## config.mk

```make
export PLATFORM = sky130hd
export DESIGN_NAME = kmrm_monitor
export DESIGN_NICKNAME = d
export VERILOG_FILES = /design/src/rtl/kmrm_pkg.sv /design/src/rtl/kmrm_monitor.sv /design/src/rtl/kmrm_key_sync.sv /design/src/rtl/kmrm_hex_entry.sv
export SDC_FILE = /design/constraint.sdc
export NUM_CORES = 1
export LEC_CHECK = 0
export BUFFER_PORTS_ARGS = -buffer_cell sky130_fd_sc_hd__buf_2
export CAP_MARGIN = 20
export CORE_MARGIN = 2
export CORE_UTILIZATION = 40
export DETAILED_ROUTE_END_ITERATION = 16
export PLACE_DENSITY = 0.65
export SLEW_MARGIN = 10
export SYNTH_ARGS = -nofsm -noshare
export SYNTH_HDL_FRONTEND = slang
export SYNTH_SLANG_ARGS = --single-unit
```

## constraint.sdc

```tcl
create_clock -name clk -period 12.51 [get_ports clk]
set_clock_uncertainty 0.1 [all_clocks]
set_input_delay 1.251 -clock clk [delete_from_list [all_inputs] [get_ports clk]]
set_output_delay 1.251 -clock clk [all_outputs]
set_load 0.005 [all_outputs]
```

## src/rtl/kmrm_pkg.sv

```systemverilog
// Constants, key codes, register field map and carrier types of the keypad monitor.
// Assumes one 100 MHz clock and a target memory port answered on the same clock.
package kmrm_pkg;

  // ==========================================================
  // Key codes
  localparam logic [4:0] KEY_MEMORY = 5'h10;
  localparam logic [4:0] KEY_REGISTER = 5'h11;
  localparam logic [4:0] KEY_ENTER = 5'h12;
  localparam logic [4:0] KEY_ADVANCE = 5'h13;
  localparam logic [4:0] KEY_BINARY = 5'h14;
  localparam logic [4:0] KEY_RUN = 5'h15;
  localparam logic [4:0] KEY_RUN_DISP = 5'h16;
  localparam logic [4:0] KEY_STEP = 5'h17;

  // ==========================================================
  // Processor register fields, in page order
  localparam logic [4:0] FLD_NEXT_PC = 5'h00;
  localparam logic [4:0] FLD_LAST_PC = 5'h01;
  localparam logic [4:0] FLD_INSN = 5'h02;
  localparam logic [4:0] FLD_SP = 5'h03;
  localparam logic [4:0] FLD_FLAGS = 5'h04;
  localparam logic [4:0] FLD_ACC = 5'h05;
  localparam logic [4:0] FLD_PAIR_DE = 5'h08;
  localparam logic [4:0] FLD_INDEX_X = 5'h0a;
  localparam logic [4:0] FLD_ALT_FLAGS = 5'h0c;
  localparam logic [4:0] FLD_ALT_ACC = 5'h0d;
  localparam logic [4:0] FLD_ALT_DE = 5'h10;
  localparam logic [4:0] FLD_IVEC = 5'h12;
  localparam logic [4:0] FLD_REFRESH = 5'h13;
  localparam logic [4:0] FLD_IMODE = 5'h14;
  localparam logic [4:0] FLD_INTERRUPT_FLIPFLOP_TWO = 5'h15;
  localparam logic [4:0] FLD_INTERRUPT_FLIPFLOP_ONE = 5'h16;
  localparam int NUM_FIELDS = 23;

  // ==========================================================
  // Register pages
  localparam logic [3:0] PAGE_PC = 4'h0;
  localparam logic [3:0] PAGE_SP_FLAGS = 4'h1;
  localparam logic [3:0] PAGE_ALT_FLAGS = 4'h5;
  localparam logic [3:0] PAGE_LAST = 4'h9;

  // ==========================================================
  // Run modes and reset values
  localparam logic [1:0] RUN_FULL = 2'h0;
  localparam logic [1:0] RUN_DISPLAY = 2'h1;
  localparam logic [1:0] RUN_STEP = 2'h2;
  localparam logic [15:0] FIELD_RESET = 16'h0000;

  // ==========================================================
  // Monitor states, Gray coded along the memory path
  typedef enum logic [2:0] {
    KMRM_IDLE = 3'h0,
    KMRM_PROMPT = 3'h1,
    KMRM_READ = 3'h3,
    KMRM_SHOW = 3'h2,
    KMRM_WRITE = 3'h6,
    KMRM_VERIFY = 3'h7,
    KMRM_ERROR = 3'h5,
    KMRM_REGS = 3'h4
  } kmrm_state_t;

  // Target memory request.
  typedef struct packed {
    logic req;
    logic we;
    logic [15:0] addr;
    logic [7:0] wdata;
  } kmrm_mem_req_t;

  // Display contents.
  typedef struct packed {
    kmrm_state_t mode;
    logic [3:0] page;
    logic [15:0] addr;
    logic [7:0] data;
    logic [15:0] field0;
    logic [15:0] field1;
    logic [15:0] field2;
    logic [1:0] cursor;
    logic binary;
    logic [15:0] entry;
    logic verify_err;
  } kmrm_disp_t;

endpackage

```

## src/rtl/kmrm_monitor.sv

```systemverilog
// Keypad memory and register monitor of the emulator, top level.
// Assumes a target memory port that answers each request with one ack
// pulse, and a halted slave processor that may load register fields.
`timescale 1ns/1ps
module kmrm_monitor (
  input wire logic clk, // System clock, 100 MHz.
  input wire logic rst_b, // Asynchronous reset, active low.
  input wire logic key_strobe_pin, // Keypad press level.
  input wire logic [4:0] key_code_pin, // Keypad code.
  output kmrm_pkg::kmrm_mem_req_t mem_out, // Target memory request.
  input wire logic mem_ack, // Target memory answer pulse.
  input wire logic [7:0] mem_rdata, // Target read data with ack.
  input wire logic upd_valid, // Slave processor field load pulse.
  input wire logic [4:0] upd_index, // Field to load.
  input wire logic [15:0] upd_data, // Field value.
  output logic run_start, // Execution start pulse.
  output logic [1:0] run_mode, // Full, display or step.
  output logic [15:0] run_addr, // Start address.
  output kmrm_pkg::kmrm_disp_t disp // Display contents.
);

  // ==========================================================
  // Field layout functions

  // First field of each register page.
  function automatic logic [4:0] page_first(input logic [3:0] page);
    case (page)
      4'h0: page_first = kmrm_pkg::FLD_NEXT_PC;
      4'h1: page_first = kmrm_pkg::FLD_SP;
      4'h2: page_first = kmrm_pkg::FLD_ACC;
      4'h3: page_first = kmrm_pkg::FLD_PAIR_DE;
      4'h4: page_first = kmrm_pkg::FLD_INDEX_X;
      4'h5: page_first = kmrm_pkg::FLD_ALT_FLAGS;
      4'h6: page_first = kmrm_pkg::FLD_ALT_ACC;
      4'h7: page_first = kmrm_pkg::FLD_ALT_DE;
      4'h8: page_first = kmrm_pkg::FLD_IVEC;
      default: page_first = kmrm_pkg::FLD_INTERRUPT_FLIPFLOP_TWO;
    endcase
  endfunction

  // Number of fields shown on a page, minus one.
  function automatic logic [1:0] page_last_pos(input logic [3:0] page);
    case (page)
      4'h0, 4'h2, 4'h6, 4'h8: page_last_pos = 2'h2;
      4'h5: page_last_pos = 2'h0;
      default: page_last_pos = 2'h1;
    endcase
  endfunction

  // Width mask of a field.
  function automatic logic [15:0] field_mask(input logic [4:0] idx);
    case (idx)
      kmrm_pkg::FLD_NEXT_PC, kmrm_pkg::FLD_LAST_PC, kmrm_pkg::FLD_SP,
      kmrm_pkg::FLD_PAIR_DE, 5'h09, kmrm_pkg::FLD_INDEX_X, 5'h0b,
      kmrm_pkg::FLD_ALT_DE, 5'h11: field_mask = 16'hffff;
      kmrm_pkg::FLD_IMODE: field_mask = 16'h0003;
      kmrm_pkg::FLD_INTERRUPT_FLIPFLOP_TWO, kmrm_pkg::FLD_INTERRUPT_FLIPFLOP_ONE: field_mask = 16'h0001;
      default: field_mask = 16'h00ff;
    endcase
  endfunction

  // ==========================================================
  // Key input and digit entry
  logic key_valid;
  logic [4:0] key_code;
  logic is_digit;
  logic [15:0] entry;
  logic has_digits;
  logic entry_clear;

  kmrm_key_sync u_key_sync (
    .clk(clk),
    .rst_b(rst_b),
    .key_strobe_pin(key_strobe_pin),
    .key_code_pin(key_code_pin),
    .key_valid(key_valid),
    .key_code(key_code)
  );

  assign is_digit = key_valid && key_code[4] == 1'b0;

  kmrm_hex_entry u_hex_entry (
    .clk(clk),
    .rst_b(rst_b),
    .clear(entry_clear),
    .digit_valid(is_digit),
    .digit(key_code[3:0]),
    .value(entry),
    .has_digits(has_digits)
  );

  // ==========================================================
  // Decoded keys
  kmrm_pkg::kmrm_state_t state_ff, nxt_state;
  logic busy;
  logic k_mem, k_reg, k_enter, k_adv, k_bin, k_run;

  assign busy = state_ff == kmrm_pkg::KMRM_READ || state_ff == kmrm_pkg::KMRM_WRITE ||
                state_ff == kmrm_pkg::KMRM_VERIFY;
  assign k_mem = key_valid && !busy && key_code == kmrm_pkg::KEY_MEMORY;
  assign k_reg = key_valid && !busy && key_code == kmrm_pkg::KEY_REGISTER;
  assign k_enter = key_valid && !busy && key_code == kmrm_pkg::KEY_ENTER;
  assign k_adv = key_valid && !busy && key_code == kmrm_pkg::KEY_ADVANCE;
  assign k_bin = key_valid && !busy && key_code == kmrm_pkg::KEY_BINARY;
  assign k_run = key_valid && !busy && (key_code == kmrm_pkg::KEY_RUN ||
                 key_code == kmrm_pkg::KEY_RUN_DISP || key_code == kmrm_pkg::KEY_STEP);

  // Any command key outside a memory access starts a fresh entry.
  assign entry_clear = key_valid && key_code[4] && !busy;

  // ==========================================================
  // Monitor state machine
  logic in_mem_view;
  logic verify_ok;

  assign in_mem_view = state_ff == kmrm_pkg::KMRM_SHOW || state_ff == kmrm_pkg::KMRM_ERROR;

  // Read-back holds the byte just written.
  assign verify_ok = mem_rdata == mem_out.wdata;

  // Next state from keys and memory answers.
  always_comb begin
    nxt_state = state_ff;
    case (state_ff)
      kmrm_pkg::KMRM_PROMPT: begin
        if (k_enter) begin
          nxt_state = kmrm_pkg::KMRM_READ;
        end
      end
      kmrm_pkg::KMRM_READ: begin
        if (mem_ack) begin
          nxt_state = kmrm_pkg::KMRM_SHOW;
        end
      end
      kmrm_pkg::KMRM_SHOW, kmrm_pkg::KMRM_ERROR: begin
        if (k_enter && has_digits) begin
          nxt_state = kmrm_pkg::KMRM_WRITE;
        end else if (k_enter || k_adv) begin
          nxt_state = kmrm_pkg::KMRM_READ;
        end
      end
      kmrm_pkg::KMRM_WRITE: begin
        if (mem_ack) begin
          nxt_state = kmrm_pkg::KMRM_VERIFY;
        end
      end
      kmrm_pkg::KMRM_VERIFY: begin
        if (mem_ack) begin
          nxt_state = verify_ok ? kmrm_pkg::KMRM_READ : kmrm_pkg::KMRM_ERROR;
        end
      end
      kmrm_pkg::KMRM_IDLE, kmrm_pkg::KMRM_REGS: begin
        nxt_state = state_ff;
      end
      default: nxt_state = kmrm_pkg::KMRM_IDLE;
    endcase
    if (k_mem) begin
      nxt_state = kmrm_pkg::KMRM_PROMPT;
    end else if (k_reg) begin
      nxt_state = kmrm_pkg::KMRM_REGS;
    end
  end

  // State register.
  always_ff @(posedge clk or negedge rst_b) begin
    if (!rst_b) begin
      state_ff <= kmrm_pkg::KMRM_IDLE;
    end else begin
      state_ff <= nxt_state;
    end
  end

  // ==========================================================
  // Memory address, data and request
  logic [15:0] addr_ff;
  logic [7:0] data_ff;
  logic err_ff;

  // Address follows entry, plain advance, and a verified write.
  always_ff @(posedge clk or negedge rst_b) begin
    if (!rst_b) begin
      addr_ff <= 16'h0000;
    end else if (state_ff == kmrm_pkg::KMRM_PROMPT && k_enter) begin
      addr_ff <= entry;
    end else if (in_mem_view && (k_adv || (k_enter && !has_digits))) begin
      addr_ff <= addr_ff + 16'h0001;
    end else if (state_ff == kmrm_pkg::KMRM_VERIFY && mem_ack && verify_ok) begin
      addr_ff <= addr_ff + 16'h0001;
    end
  end

  // Shown byte is the read data, or the bad read-back after a failure.
  always_ff @(posedge clk or negedge rst_b) begin
    if (!rst_b) begin
      data_ff <= 8'h00;
    end else if (mem_ack && (state_ff == kmrm_pkg::KMRM_READ ||
                             state_ff == kmrm_pkg::KMRM_VERIFY)) begin
      data_ff <= mem_rdata;
    end
  end

  // Verify error stands until the next memory, register, enter or advance key.
  always_ff @(posedge clk or negedge rst_b) begin
    if (!rst_b) begin
      err_ff <= 1'b0;
    end else if (state_ff == kmrm_pkg::KMRM_VERIFY && mem_ack && !verify_ok) begin
      err_ff <= 1'b1;
    end else if (k_mem || k_reg || k_enter || k_adv) begin
      err_ff <= 1'b0;
    end
  end

  // Request stands from entry into an access state until its ack.
  always_ff @(posedge clk or negedge rst_b) begin
    if (!rst_b) begin
      mem_out <= '0;
    end else begin
      mem_out.req <= nxt_state == kmrm_pkg::KMRM_READ || nxt_state == kmrm_pkg::KMRM_WRITE ||
                     nxt_state == kmrm_pkg::KMRM_VERIFY;
      mem_out.we <= nxt_state == kmrm_pkg::KMRM_WRITE;
      if (state_ff == kmrm_pkg::KMRM_PROMPT && k_enter) begin
        mem_out.addr <= entry;
      end else if (nxt_state == kmrm_pkg::KMRM_READ && state_ff != kmrm_pkg::KMRM_READ) begin
        mem_out.addr <= addr_ff + 16'h0001;
      end else if (nxt_state == kmrm_pkg::KMRM_WRITE) begin
        mem_out.addr <= addr_ff;
      end
      if (in_mem_view && k_enter && has_digits) begin
        mem_out.wdata <= entry[7:0];
      end
    end
  end

  // ==========================================================
  // Processor register file
  logic [15:0] fld_ff [0:kmrm_pkg::NUM_FIELDS-1];
  logic [3:0] page_ff;
  logic [1:0] pos_ff;
  logic bin_ff;
  logic [4:0] cur_fld;
  logic reg_write;

  assign cur_fld = page_first(page_ff) + {3'h0, pos_ff};
  assign reg_write = state_ff == kmrm_pkg::KMRM_REGS && k_enter && has_digits;

  // Keypad writes win over a slave load in the same cycle.
  generate
    for (genvar i = 0; i < kmrm_pkg::NUM_FIELDS; i++) begin : g_fld
      always_ff @(posedge clk or negedge rst_b) begin
        if (!rst_b) begin
          fld_ff[i] <= kmrm_pkg::FIELD_RESET;
        end else if (reg_write && cur_fld == 5'(i)) begin
          fld_ff[i] <= entry & field_mask(5'(i));
        end else if (upd_valid && upd_index == 5'(i)) begin
          fld_ff[i] <= upd_data & field_mask(5'(i));
        end
      end
    end
  endgenerate

  // Page walk, field cursor and binary view.
  always_ff @(posedge clk or negedge rst_b) begin
    if (!rst_b) begin
      page_ff <= kmrm_pkg::PAGE_PC;
      pos_ff <= 2'h0;
      bin_ff <= 1'b0;
    end else if (k_reg) begin
      page_ff <= kmrm_pkg::PAGE_PC;
      pos_ff <= 2'h0;
      bin_ff <= 1'b0;
    end else if (state_ff == kmrm_pkg::KMRM_REGS) begin
      if (k_adv) begin
        page_ff <= (page_ff == kmrm_pkg::PAGE_LAST) ? kmrm_pkg::PAGE_PC
                                                   : page_ff + 4'h1;
        pos_ff <= 2'h0;
        bin_ff <= 1'b0;
      end else if (k_bin && page_ff == kmrm_pkg::PAGE_SP_FLAGS) begin
        bin_ff <= 1'b1;
      end else if (k_enter) begin
        pos_ff <= (pos_ff == page_last_pos(page_ff)) ? 2'h0 : pos_ff + 2'h1;
      end
    end
  end

  // ==========================================================
  // Execution start
  always_ff @(posedge clk or negedge rst_b) begin
    if (!rst_b) begin
      run_start <= 1'b0;
      run_mode <= kmrm_pkg::RUN_FULL;
      run_addr <= 16'h0000;
    end else begin
      run_start <= k_run;
      if (k_run) begin
        run_addr <= fld_ff[kmrm_pkg::FLD_NEXT_PC];
        case (key_code)
          kmrm_pkg::KEY_RUN_DISP: run_mode <= kmrm_pkg::RUN_DISPLAY;
          kmrm_pkg::KEY_STEP: run_mode <= kmrm_pkg::RUN_STEP;
          default: run_mode <= kmrm_pkg::RUN_FULL;
        endcase
      end
    end
  end

  // ==========================================================
  // Display register
  logic [4:0] f0, f1, f2;

  assign f0 = page_first(page_ff);
  assign f1 = (page_last_pos(page_ff) >= 2'h1) ? f0 + 5'h01 : f0;
  assign f2 = (page_last_pos(page_ff) == 2'h2) ? f0 + 5'h02 : f0;

  // Fields of the current page, one line; binary always on the alternate flag page, on the SP and flags page only after the binary key.
  always_ff @(posedge clk or negedge rst_b) begin
    if (!rst_b) begin
      disp <= '0;
    end else begin
      disp.mode <= state_ff;
      disp.page <= page_ff;
      disp.addr <= addr_ff;
      disp.data <= data_ff;
      disp.field0 <= fld_ff[f0];
      disp.field1 <= (f1 == f0) ? 16'h0000 : fld_ff[f1];
      disp.field2 <= (f2 == f0) ? 16'h0000 : fld_ff[f2];
      disp.cursor <= pos_ff;
      disp.binary <= bin_ff || page_ff == kmrm_pkg::PAGE_ALT_FLAGS;
      disp.entry <= entry;
      disp.verify_err <= err_ff;
    end
  end

endmodule // kmrm_monitor

```

## src/rtl/kmrm_key_sync.sv

```systemverilog
// Keypad input synchroniser: strobe and code pins pass three flip-flops.
// Assumes the keypad holds the code steady while the strobe is high.
`timescale 1ns/1ps
module kmrm_key_sync (
  input wire logic clk, // System clock.
  input wire logic rst_b, // Asynchronous reset, active low.
  input wire logic key_strobe_pin, // Key pressed level from the keypad.
  input wire logic [4:0] key_code_pin, // Key code from the keypad.
  output logic key_valid, // One-cycle pulse per key press.
  output logic [4:0] key_code // Code of the accepted key.
);

  logic [2:0] strobe_ff;
  logic [4:0] code1_ff, code2_ff, code3_ff;
  logic pressed_ff;
  logic [4:0] key_code_ff;

  // Three-stage chains; only stages two and three are compared.
  always_ff @(posedge clk or negedge rst_b) begin
    if (!rst_b) begin
      strobe_ff <= 3'h0;
      code1_ff <= 5'h00;
      code2_ff <= 5'h00;
      code3_ff <= 5'h00;
    end else begin
      strobe_ff <= {strobe_ff[1:0], key_strobe_pin};
      code1_ff <= key_code_pin;
      code2_ff <= code1_ff;
      code3_ff <= code2_ff;
    end
  end

  // A press counts once stages two and three agree on a high strobe.
  always_ff @(posedge clk or negedge rst_b) begin
    if (!rst_b) begin
      pressed_ff <= 1'b0;
      key_code_ff <= 5'h00;
      key_valid <= 1'b0;
    end else begin
      key_valid <= 1'b0;
      if (strobe_ff[1] == strobe_ff[2]) begin
        pressed_ff <= strobe_ff[2];
        if (strobe_ff[2] && !pressed_ff && code2_ff == code3_ff) begin
          key_valid <= 1'b1;
          key_code_ff <= code3_ff;
        end
      end
    end
  end

  assign key_code = key_code_ff;

endmodule // kmrm_key_sync

```

## src/rtl/kmrm_hex_entry.sv

```systemverilog
// Hex digit accumulator for addresses and data typed on the keypad.
// Assumes one digit pulse per key and a clear pulse from the monitor.
`timescale 1ns/1ps
module kmrm_hex_entry (
  input wire logic clk, // System clock.
  input wire logic rst_b, // Asynchronous reset, active low.
  input wire logic clear, // Drops the typed value.
  input wire logic digit_valid, // One digit key this cycle.
  input wire logic [3:0] digit, // Digit value.
  output logic [15:0] value, // Last four digits typed.
  output logic has_digits // At least one digit since clear.
);

  logic [15:0] value_ff;
  logic has_ff;

  // Shift each new digit in from the right; clear has priority.
  always_ff @(posedge clk or negedge rst_b) begin
    if (!rst_b) begin
      value_ff <= 16'h0000;
      has_ff <= 1'b0;
    end else if (clear) begin
      value_ff <= 16'h0000;
      has_ff <= 1'b0;
    end else if (digit_valid) begin
      value_ff <= {value_ff[11:0], digit};
      has_ff <= 1'b1;
    end
  end

  assign value = value_ff;
  assign has_digits = has_ff;

endmodule // kmrm_hex_entry

```

Word level (Yosys, flattened, before mapping). Memory sizes are Yosys's and may differ from the RTL's. Cells that the tools add are included.

ROM bits: 160. Output and inout bits: 144. Memories: 2. Input bits: 39. Register bits: 589.

Muxes and demuxes: 104. Equal/unequal tests: 77. Reductions and logical operators: 132. Bitwise gates (word level): 4. $lt $le $gt $ge: 4. Add/sub/neg operators: 6.

Memory list: (name not given) (depth 16, bits a word 5, rd ports 1, clocked after memory_dff 0, write ports 0, RTL line kmrm_monitor.sv:27) `case (page)`; (name not given) (depth 16, bits a word 5, rd ports 1, clocked after memory_dff 0, write ports 0, RTL line kmrm_monitor.sv:27).

Operators with widths (count): 2-to-1 mux 16 bit (62); binary-select mux 16 bit (select 5 bit) (3); == test 5 bit (second input constant) (22); == test 5 x 4 -> 1 bit (second input constant) (16); logical AND 1 bit (72); nonzero test 2 bit (27); == test 5 x 3 -> 1 bit (second input constant) (8); 2-to-1 mux 3 bit (9); 2-to-1 mux 2 bit (11); == test 5 x 2 -> 1 bit (second input constant) (4); == test 3 bit (second input constant) (6); greater-or-equal comparator 6 bit (second input constant) (3); NOT 5 -> 6 bit (3); case mux 3 bit (6 select lines) (1); adder 16 x 1 -> 16 bit (second input constant) (1); 2-to-1 mux 4 bit (4); == test 5 bit (3); logical OR 1 bit (14); nonzero test 3 bit (4); == test 5 x 1 -> 1 bit (second input constant) (2); zero test 5 bit (2); 2-to-1 mux 1 bit (10); 2-to-1 mux 5 bit (2); == test 3 x 2 -> 1 bit (second input constant) (3); other kinds (26) (35).

Logic depth before layout (Yosys ltp). Gate-level depths: netlist of the first run.

Depth after elaboration: 18. Depth in mapped cells: 18. Gate-level depth less buffers: 13.

By module. From an unflattened synthesis of the first run, not the netlist that was laid out.

Cells, all modules: 2797. Area total of the unflattened synthesis: 25917.4 µm².

Modules (own cells, without submodules): kmrm_monitor (area each 24432.2 µm², cells an instance 2701, times used 1); kmrm_key_sync (area each 790.8 µm², cells an instance 41, times used 1); kmrm_hex_entry (area each 694.4 µm², cells an instance 55, times used 1).

Worst setup path after synthesis of the first run. OpenSTA, ideal clock, no wires.

Kind: register to register. Start: register page_ff[0]. End: register fld_ff[69] (netlist name). Arrival: 3.904 ns. Stages on the path, launching flop included: 19. Clock period less this slack: 4.130 ns. Setup slack: 8.380 ns. Data required time: 12.284 ns. Path through: dfrtp_1 > inv_1 > ha_1 > nor2b_2 > o31ai_2 > inv_2 > buf_4 > buf_2 > buf_2 > ha_1 > inv_1 > fa_1 > nor3_1 > mux2_2 > buf_4 > nand4b_2 > buf_2 > nor2_1 > a21oi_1.

Longest elaborated chain between the ends: 5.

RTL lines: from (decl) (RTL line kmrm_monitor.sv:237) `logic [3:0] page_ff;`; from (signal assigned) (RTL line kmrm_monitor.sv:264) `page_ff <= kmrm_pkg::PAGE_PC;`; from (signal assigned) (RTL line kmrm_monitor.sv:268) `page_ff <= kmrm_pkg::PAGE_PC;`; from (signal assigned) (RTL line kmrm_monitor.sv:273) `page_ff <= (page_ff == kmrm_pkg::PAGE_LAST) ? kmrm_pkg::PAGE_PC`; memory (16 x 5 bit) *; adder 5 x 2 -> 5 bit * (RTL line kmrm_monitor.sv:243) `assign cur_fld = page_first(page_ff) + {3'h0, pos_ff};`; == test 5 bit * (RTL line kmrm_monitor.sv:252) `end else if (reg_write && cur_fld == 5'(i)) begin`; logical AND 1 bit * (RTL line kmrm_monitor.sv:252); 2-to-1 mux 16 bit / nonzero test 2 bit (equally long branches); to (signal, indexed assignment) (RTL line kmrm_monitor.sv:251) `fld_ff[i] <= kmrm_pkg::FIELD_RESET;`; to (signal, indexed assignment) (RTL line kmrm_monitor.sv:253) `fld_ff[i] <= entry & field_mask(5'(i));`; to (signal, indexed assignment) (RTL line kmrm_monitor.sv:255) `fld_ff[i] <= upd_data & field_mask(5'(i));`; to (decl) (RTL line kmrm_monitor.sv:236) `logic [15:0] fld_ff [0:kmrm_pkg::NUM_FIELDS-1];`.

Every way passes the cells marked *; elsewhere a longest branch is shown, timed or not. A chain may end at the register's enable or synchronous reset.

Worst setup path after layout of the first run.
Start: register page_ff[3]. End: register fld_ff[218] (netlist name).

Longest elaborated chain between the ends: 5.

RTL lines (RTL line): memory (16 x 5 bit) *; adder 5 x 2 -> 5 bit * (kmrm_monitor.sv:243); == test 5 x 4 -> 1 bit * (kmrm_monitor.sv:252); logical AND 1 bit * (kmrm_monitor.sv:252); 2-to-1 mux 16 bit / nonzero test 2 bit (equally long branches).

Marks and branches as above.

==> summary.txt, run 1 <==
STA
  • Final setup viols: 0
  • Unrepaired setup endpoints after global routing: false
  • Final slew viol count: 0
  • Tmin final: between 6000 and 7000 ps
  • Slew HR: 0.2498
  • Achievable clock frequency: between 150 and 200 MHz
  • Setup_tns: 0 ps
  • Final Cycle Share: 0.4957
  • Slew of the pin with the lowest slew margin: approximately 1100 ps
  • Final Hold Viols: 0

Detailed routing
  • Drt wl/cell: around 27 µm
  • Drt pass-1 iters: 6
  • Vias per inst: just over 6
  • Final wirelength: roughly 96000 µm
  • DR iter-0 viols: approximately 2700
  • Residual DRC: 0
  • Post-route ant nets: 0
  • Via count: 21470

Global route
  • Initial antenna violation count: 3
  • GR Overflow Total: 0
  • Largest net degree at the start of global routing: 100
  • Global-route total usage across every layer: 0.2893
  • Vias in the first global route: roughly 21000
  • Global-route wire length before repair: approximately 140000 µm

Yosys
  • Register area share after synthesis: 0.4489
  • Commonest cells post-synth: dfrtp_1, mux2i_1, a21oi_1, nand2_1, nor2_1
  • Async S/R FF share, synth: 1.000
  • Distinct cells, synth: 90
  • Post-synth EDFFs: 0
  • Count leader, synth: dfrtp_1
  • Syn Nets: between 2000 and 3000
  • Ys Warns: 0
  • Synthesized area: roughly 25000 µm²
  • Mean post-synth cell area: ~10 µm²
  • Seq cells post-synth: 457
  • Main area contributors after synthesis: dfrtp_1, mux2i_1, a21oi_1
  • Cells after synthesis: roughly 2600
  • Leading area contributor after synthesis: dfrtp_1
  • Synth top area share: 0.4489
  • Top FF cell, synth: dfrtp_1

Floorplan
  • Die ar.: around 66000 µm²
  • Die Width: roughly 260 µm
  • FP Rows: 92
  • Ports: about 180
  • Die Span Y: about 260 µm
  • Core Region: ~63000 µm²
  • Initial Util: 0.4046

Placement
  • IO buf count: 182
  • Placed Instances: around 3400
  • Dpl cell area: 26980 µm²
  • Routability Congestion: ~0.98
  • Post-DP HPWL: between 60000 and 70000 µm

Setup path
  • Critical path required time: 12900 ps
  • Critical path buffers and inverters: 5
  • WP data arrival: between 6000 and 7000 ps
  • CP endpoint kind: register
  • Worst Setup Start Kind: register
  • Crit path kind: reg2reg
  • CP max stage cell: dfrtp_1
  • CP dominant cell by count: buf_4
  • R2r setup slk: ~6300 ps
  • Critical path's largest stage delay: just under 800 ps
  • CP Max Fanout: between 50 and 60
  • Top Family by Delay on Critical Path: buffers and inverters
  • Critical-path cell list: nor2b_2, o31ai_4, buf_4, inv_6, buf_4, ha_1, inv_1, fa_1, nor3_1, mux2_2, nand4_1, buf_4, nor2_1, a21oi_1

Finish
  • Multi-input gate area in the final layout: between 10000 and 15000 µm²
  • Area growth syn-to-layout: 13.48%
  • Register area: about 11000 µm²
  • Layout Cells excl Fill: roughly 3500
  • Number of fill cells: slightly below 6000
  • Share of layout cells above drive strength 1: 0.1906
  • Final nets: approximately 2700
  • Fin util: 0.4591
  • Design area: 28910 µm²

Clock network
  • CTS tree: done
  • Root buf cell: clkbuf_16
  • CTS Sinks: around 460
  • Count of hold-fix buffers inserted at cts: 0
  • CTS max path bufs: 3
  • Postcts setup bufs: 0
  • Worst-path clk slew: around 60 ps
  • Cts repair resizes: 0
  • Number of H-tree levels: 2
  • CTS Buf Count: 52
  • Worst-skew pair later-pin latency: 620 ps

Pwr
  • PwrDens: roughly 140 nW/µm²
  • Static leakage: between 10 and 15 nW
  • Max VDD drop: 113.8 µV

Min path
  • Hold Crit Class: reg2reg

Run status
  • Status: finished, final reports clean

Run
  • Max_cap viols: 0
## logic make-up (layout without fill, tap and decap cells)
| family | count (synthesis) | count (layout) | synth area share |
|---|---|---|---|
| AND/OR/NAND/NOR | 800 | 800 | 0.1438 |
| multiplexers | 509 | 509 | 0.2295 |
| AO/OA/AOI/OAI | 492 | 492 | 0.1124 |
| flip-flops | 457 | 457 | 0.4489 |
| buffers and inverters | 236 | 356 | 0.04273 |
| XOR/XNOR | 42 | 42 | 0.01562 |
| adder cells (fa/ha/maj) | 14 | 14 | 0.007072 |
| other | 0 | 3 | 0 |
## per-layer routing
metal / track usage / vias to the layer above / routed length, µm / part of all wire
met2: 0.4367 / 1258 / 42170 / 0.44
li1: - / 9282 / - / -
met5: 0 / - / 21 / 0.00022
met1: 0.3970 / 10681 / 39430 / 0.41
met4: 0.1265 / 4 / 4439 / 0.046
met3: 0.06771 / 245 / 9901 / 0.10
## layout make-up
| class | count | share of cell area |
|---|---|---|
| well taps | 846 | 0.03661 |
| flip-flops and latches | 457 | 0.3956 |
| diodes | 3 | 0.0002597 |
| clock buffers | 62 | 0.04873 |
| inverters | 21 | 0.002986 |
| multi-input cells | 1857 | 0.4515 |
| repair buffers | 241 | 0.05012 |
| clock inverters | 32 | 0.01424 |
## registers in the layout, summed over array words and instances (netlist names), 5 cells and up
register	flops
addr_ff	16
data_ff	8
disp	99
fld_ff	236
mem_out	26
run_addr	16
u_hex_entry.value	16
u_key_sync.code1_ff	5
u_key_sync.code2_ff	5
u_key_sync.code3_ff	5
u_key_sync.key_code	5
## worst register-to-register path, stage by stage (launching register included)
cell and delay (ps):
dfrtp_1 780, nor2b_2 430, o31ai_4 100, buf_4 360, inv_6 600, buf_4 650, ha_1 330, inv_1 60
fa_1 430, nor3_1 240, mux2_2 570, nand4_1 740, buf_4 490, nor2_1 140, a21oi_1 60
## final timing paths
check	start	to	depth (start not counted)
min reg2reg	u_key_sync.code1_ff[4]$_DFF_PN0_	u_key_sync.code2_ff[4]$_DFF_PN0_	0
max in group asynchronous	rst_b	fld_ff[290]$_DFFE_PN0P_	3
min	u_key_sync.code1_ff[4]$_DFF_PN0_	u_key_sync.code2_ff[4]$_DFF_PN0_	0
max reg2reg	page_ff[3]$_DFFE_PN0P_	fld_ff[218]$_DFFE_PN0P_	14
min in group asynchronous	rst_b	mem_out[18]$_DFFE_PN0P_	1
max	page_ff[3]$_DFFE_PN0P_	fld_ff[218]$_DFFE_PN0P_	14
## placed cells by master, fill, tap and decap left out, types with 12 or more instances in the layout
cell type,count
nand2_1,286
nor2_1,258
o21ai_0,53
a21oi_1,298
mux2_2,78
buf_2,182
ha_1,12
xor2_1,13
clkbuf_16,52
and3_1,16
o22ai_1,35
xnor2_1,21
mux4_2,49
a31oi_1,12
nor3_1,20
nand4_1,30
nand3_1,104
dfrtp_1,457
mux2_1,32
inv_1,16
buf_4,51
mux2i_1,349
## power breakdown
group,internal [mW],switching [mW]
Combinational,0.282,0.333
Sequential,1.66,0.214
Clock,0.971,0.667
## through the flow
step                      hold slack, ps  worst slack, ps  total power, mW
after floorplan                    231.2             8380            2.188
after global placement             235.4             6640            2.466
after detailed placement           236.4             6517            2.491
after CTS                          250.6             6482            4.125
after global routing               254.3             5997            4.276
final                              247.6             6308            4.127
Note: power is estimated with default switching activity, not from simulation.
==> run 2, diff against run 1 <==
--- a/config.mk
+++ b/config.mk
@@ -10,7 +10,7 @@
 export CORE_MARGIN = 2
 export CORE_UTILIZATION = 40
 export DETAILED_ROUTE_END_ITERATION = 16
-export PLACE_DENSITY = 0.65
+export PLACE_DENSITY = 0.67
 export SLEW_MARGIN = 10
 export SYNTH_ARGS = -nofsm -noshare
 export SYNTH_HDL_FRONTEND = slang
==> constraint.sdc (replaced) <==
create_clock -name clk -period 5.7 [get_ports clk]
set_clock_uncertainty 0.1 [all_clocks]
set_input_delay 0.57 -clock clk [delete_from_list [all_inputs] [get_ports clk]]
set_output_delay 0.57 -clock clk [all_outputs]
set_load 0.005 [all_outputs]
==> summary.txt, run 2 (same netlist as run 1, synthesis figures left out) <==
Global route
  • Global-route total usage across every layer: 0.2881
  • Largest net degree at the start of global routing: approximately 170
  • Initial antenna violation count: 5
  • GR Overflow Total: 0
  • Global-route wire length before repair: 141900 µm
  • Vias in the first global route: roughly 21000

Floorplan
  • Initial Util: 0.4046
  • Core Region: around 63000 µm²
  • FP Rows: 92
  • Die Width: roughly 260 µm
  • Die Span Y: 256.4 µm
  • Ports: approximately 180
  • Die ar.: ~66000 µm²

STA
  • Final Hold Viols: 0
  • Final setup viols: 0
  • Tmin final: roughly 5200 ps
  • Slew HR: 0.2716
  • Setup_tns: 0 ps
  • Final slew viol count: 0
  • Unrepaired setup endpoints after global routing: false
  • Final Cycle Share: 0.9080
  • Slew of the pin with the lowest slew margin: ~1100 ps
  • Setup ws final: 524.3 ps
  • Achievable clock frequency: ~190 MHz

Clock network
  • CTS Sinks: roughly 460
  • CTS Buf Count: a little over 50
  • Count of hold-fix buffers inserted at cts: 7
  • CTS max path bufs: 3
  • Number of H-tree levels: 2
  • Cts repair resizes: 0
  • Postcts setup bufs: 0
  • Worst-path clk slew: approximately 70 ps
  • Root buf cell: clkbuf_16
  • CTS tree: done
  • Worst-skew pair later-pin latency: ~620 ps

Detailed routing
  • Residual DRC: 0
  • Drt wl/cell: around 27 µm
  • Post-route ant nets: 0
  • Vias per inst: about 6.1
  • Final wirelength: roughly 96000 µm
  • Via count: 21346
  • Drt pass-1 iters: 5
  • DR iter-0 viols: around 2700

Finish
  • Regs by FF count: fld_ff: 236 flops, disp: 99 flops, mem_out: 26 flops
  • Largest register FFs: between 200 and 250
  • Most frequent cells in the layout: dfrtp_1, mux2i_1, a21oi_1, nand2_1, nor2_1
  • Area growth syn-to-layout: 14.04%
  • Share of layout cells above drive strength 1: 0.1889
  • Commonest non-fill, non-tap cell in the layout: dfrtp_1
  • Largest register by flop count: fld_ff
  • Final nets: around 2700

Pwr
  • Max VDD drop: 223.1 µV
  • Sequential power share: 0.451
  • Logic pwr share: 0.143
  • Sw Share: 0.2883
  • Static leakage: between 10 and 15 nW
  • PwrDens: approximately 310 nW/µm²
  • Internal power: 6.474 mW
  • Switching pwr: around 2.6 mW
  • Clock share of power: 0.406

Placement
  • Routability Congestion: slightly below 1
  • IO buf count: 182
  • DP Worst Slack: between 700 and 800 ps
  • Post-DP HPWL: ~65000 µm

Setup path
  • Crit path kind: reg2reg
  • CP Max Fanout: 44
  • FF-to-FF End: fld_ff[167]$_DFFE_PN0P_
  • R2r setup slk: between 500 and 600 ps
  • Critical path required time: a little over 6000 ps
  • R2R cell count: 9
  • Worst Setup Start Kind: register
  • Critical-path cell list: xnor2_1, o21ai_4, inv_2, fa_1, xnor2_1, nor2b_1, and2_1, nand3_4, mux2_1
  • CP max stage cell: dfrtp_1
  • CP dominant cell by count: xnor2_1
  • WP data arrival: around 5600 ps
  • Critical path's largest stage delay: between 800 and 900 ps
  • R2R Path Start: page_ff[2]$_DFFE_PN0P_
  • CP endpoint kind: register

Min path
  • Hold Crit Class: in2reg
  • Worst Hold End: data_ff[6]$_DFFE_PN0P_
  • Hold path start: mem_rdata[6]
  • Depth of the worst hold-timing path: 2

Run status
  • Status: finished, final reports clean

Run
  • Max_cap viols: 0
run 2: cell count changes in the layout (fill, tap and decap cells not counted), moves of 3 or more:
cell,before,now
nand2_2,2,5
clkinv_2,10,6
nand2_1,286,283
buf_4,51,45
clkbuf_1,3,7
clkinvlp_4,7,2
clkinv_4,2,6
dlygate4sd3_1,0,7
run 2: cell type report:
class / count / area, µm²
multi-input cells: 1857 / 13060
inverters: 21 / 86.33
fillers: 5828 / 33910
repair buffers: 244 / 1528
diodes: 1 / 2.502
clock inverters: 30 / 479.2
well taps: 846 / 1059
flip-flops and latches: 457 / 11440
clock buffers: 65 / 1399
run 2: worst max-delay path: cells and delay by family, from the launching register on:
family	cells	cell delay (ps)
buffers and inverters	1	620
AND/OR/NAND/NOR	3	1290
AO/OA/AOI/OAI	1	610
multiplexers	1	390
flip-flops	1	870
adder cells (fa/ha/maj)	1	620
XOR/XNOR	2	460
run 2: worst max-delay path by stage:
stage                           startpoint                       to  cells past startpoint
CTS                 page_ff[2]$_DFFE_PN0P_   fld_ff[55]$_DFFE_PN0P_                      9
finish              page_ff[2]$_DFFE_PN0P_  fld_ff[167]$_DFFE_PN0P_                      9
global placement    page_ff[2]$_DFFE_PN0P_   fld_ff[48]$_DFFE_PN0P_                      9
detailed placement  page_ff[2]$_DFFE_PN0P_   fld_ff[55]$_DFFE_PN0P_                      9
floorplan           page_ff[0]$_DFFE_PN0P_   fld_ff[69]$_DFFE_PN0P_                     18
global route        page_ff[2]$_DFFE_PN0P_   fld_ff[48]$_DFFE_PN0P_                      9
run 2: through the flow:
| stage | util | std cells | instance area [µm²] | hold WS (ps) | power (mW) |
|---|---|---|---|---|---|
| CTS | 0.4605 | 3517 | 29000 | 82.67 | 9.112 |
| global route | 0.4614 | 3520 | 29050 | 110.7 | 9.437 |
| finish | 0.4614 | 3521 | 29050 | 112.2 | 9.097 |
| detailed placement | 0.4296 | 3415 | 27050 | 236.2 | 5.411 |
| global placement | 0.4282 | 3411 | 26960 | 238.4 | 5.351 |
| floorplan | - | 2550 | 25480 | 174.4 | 4.801 |
run 2: power groups by stage:
| stage | registers (mW) | clock network [mW] | logic, mW |
|---|---|---|---|
| floorplan | 3.94 | 0 | 0.863 |
| global placement | 4.12 | 0 | 1.24 |
| detailed placement | 4.14 | 0 | 1.27 |
| CTS | 4.08 | 3.75 | 1.28 |
| global route | 4.14 | 3.88 | 1.42 |
| finish | 4.10 | 3.69 | 1.30 |
run 2: metal layers:
layer,part of all wire,routed length (µm),global-route usage,up-vias
met5,0.00043,41,0,-
met4,0.035,3342,0.09698,6
met3,0.11,10090,0.07404,206
met2,0.44,42040,0.4291,1179
met1,0.42,40500,0.4073,10663
li1,-,-,-,9292
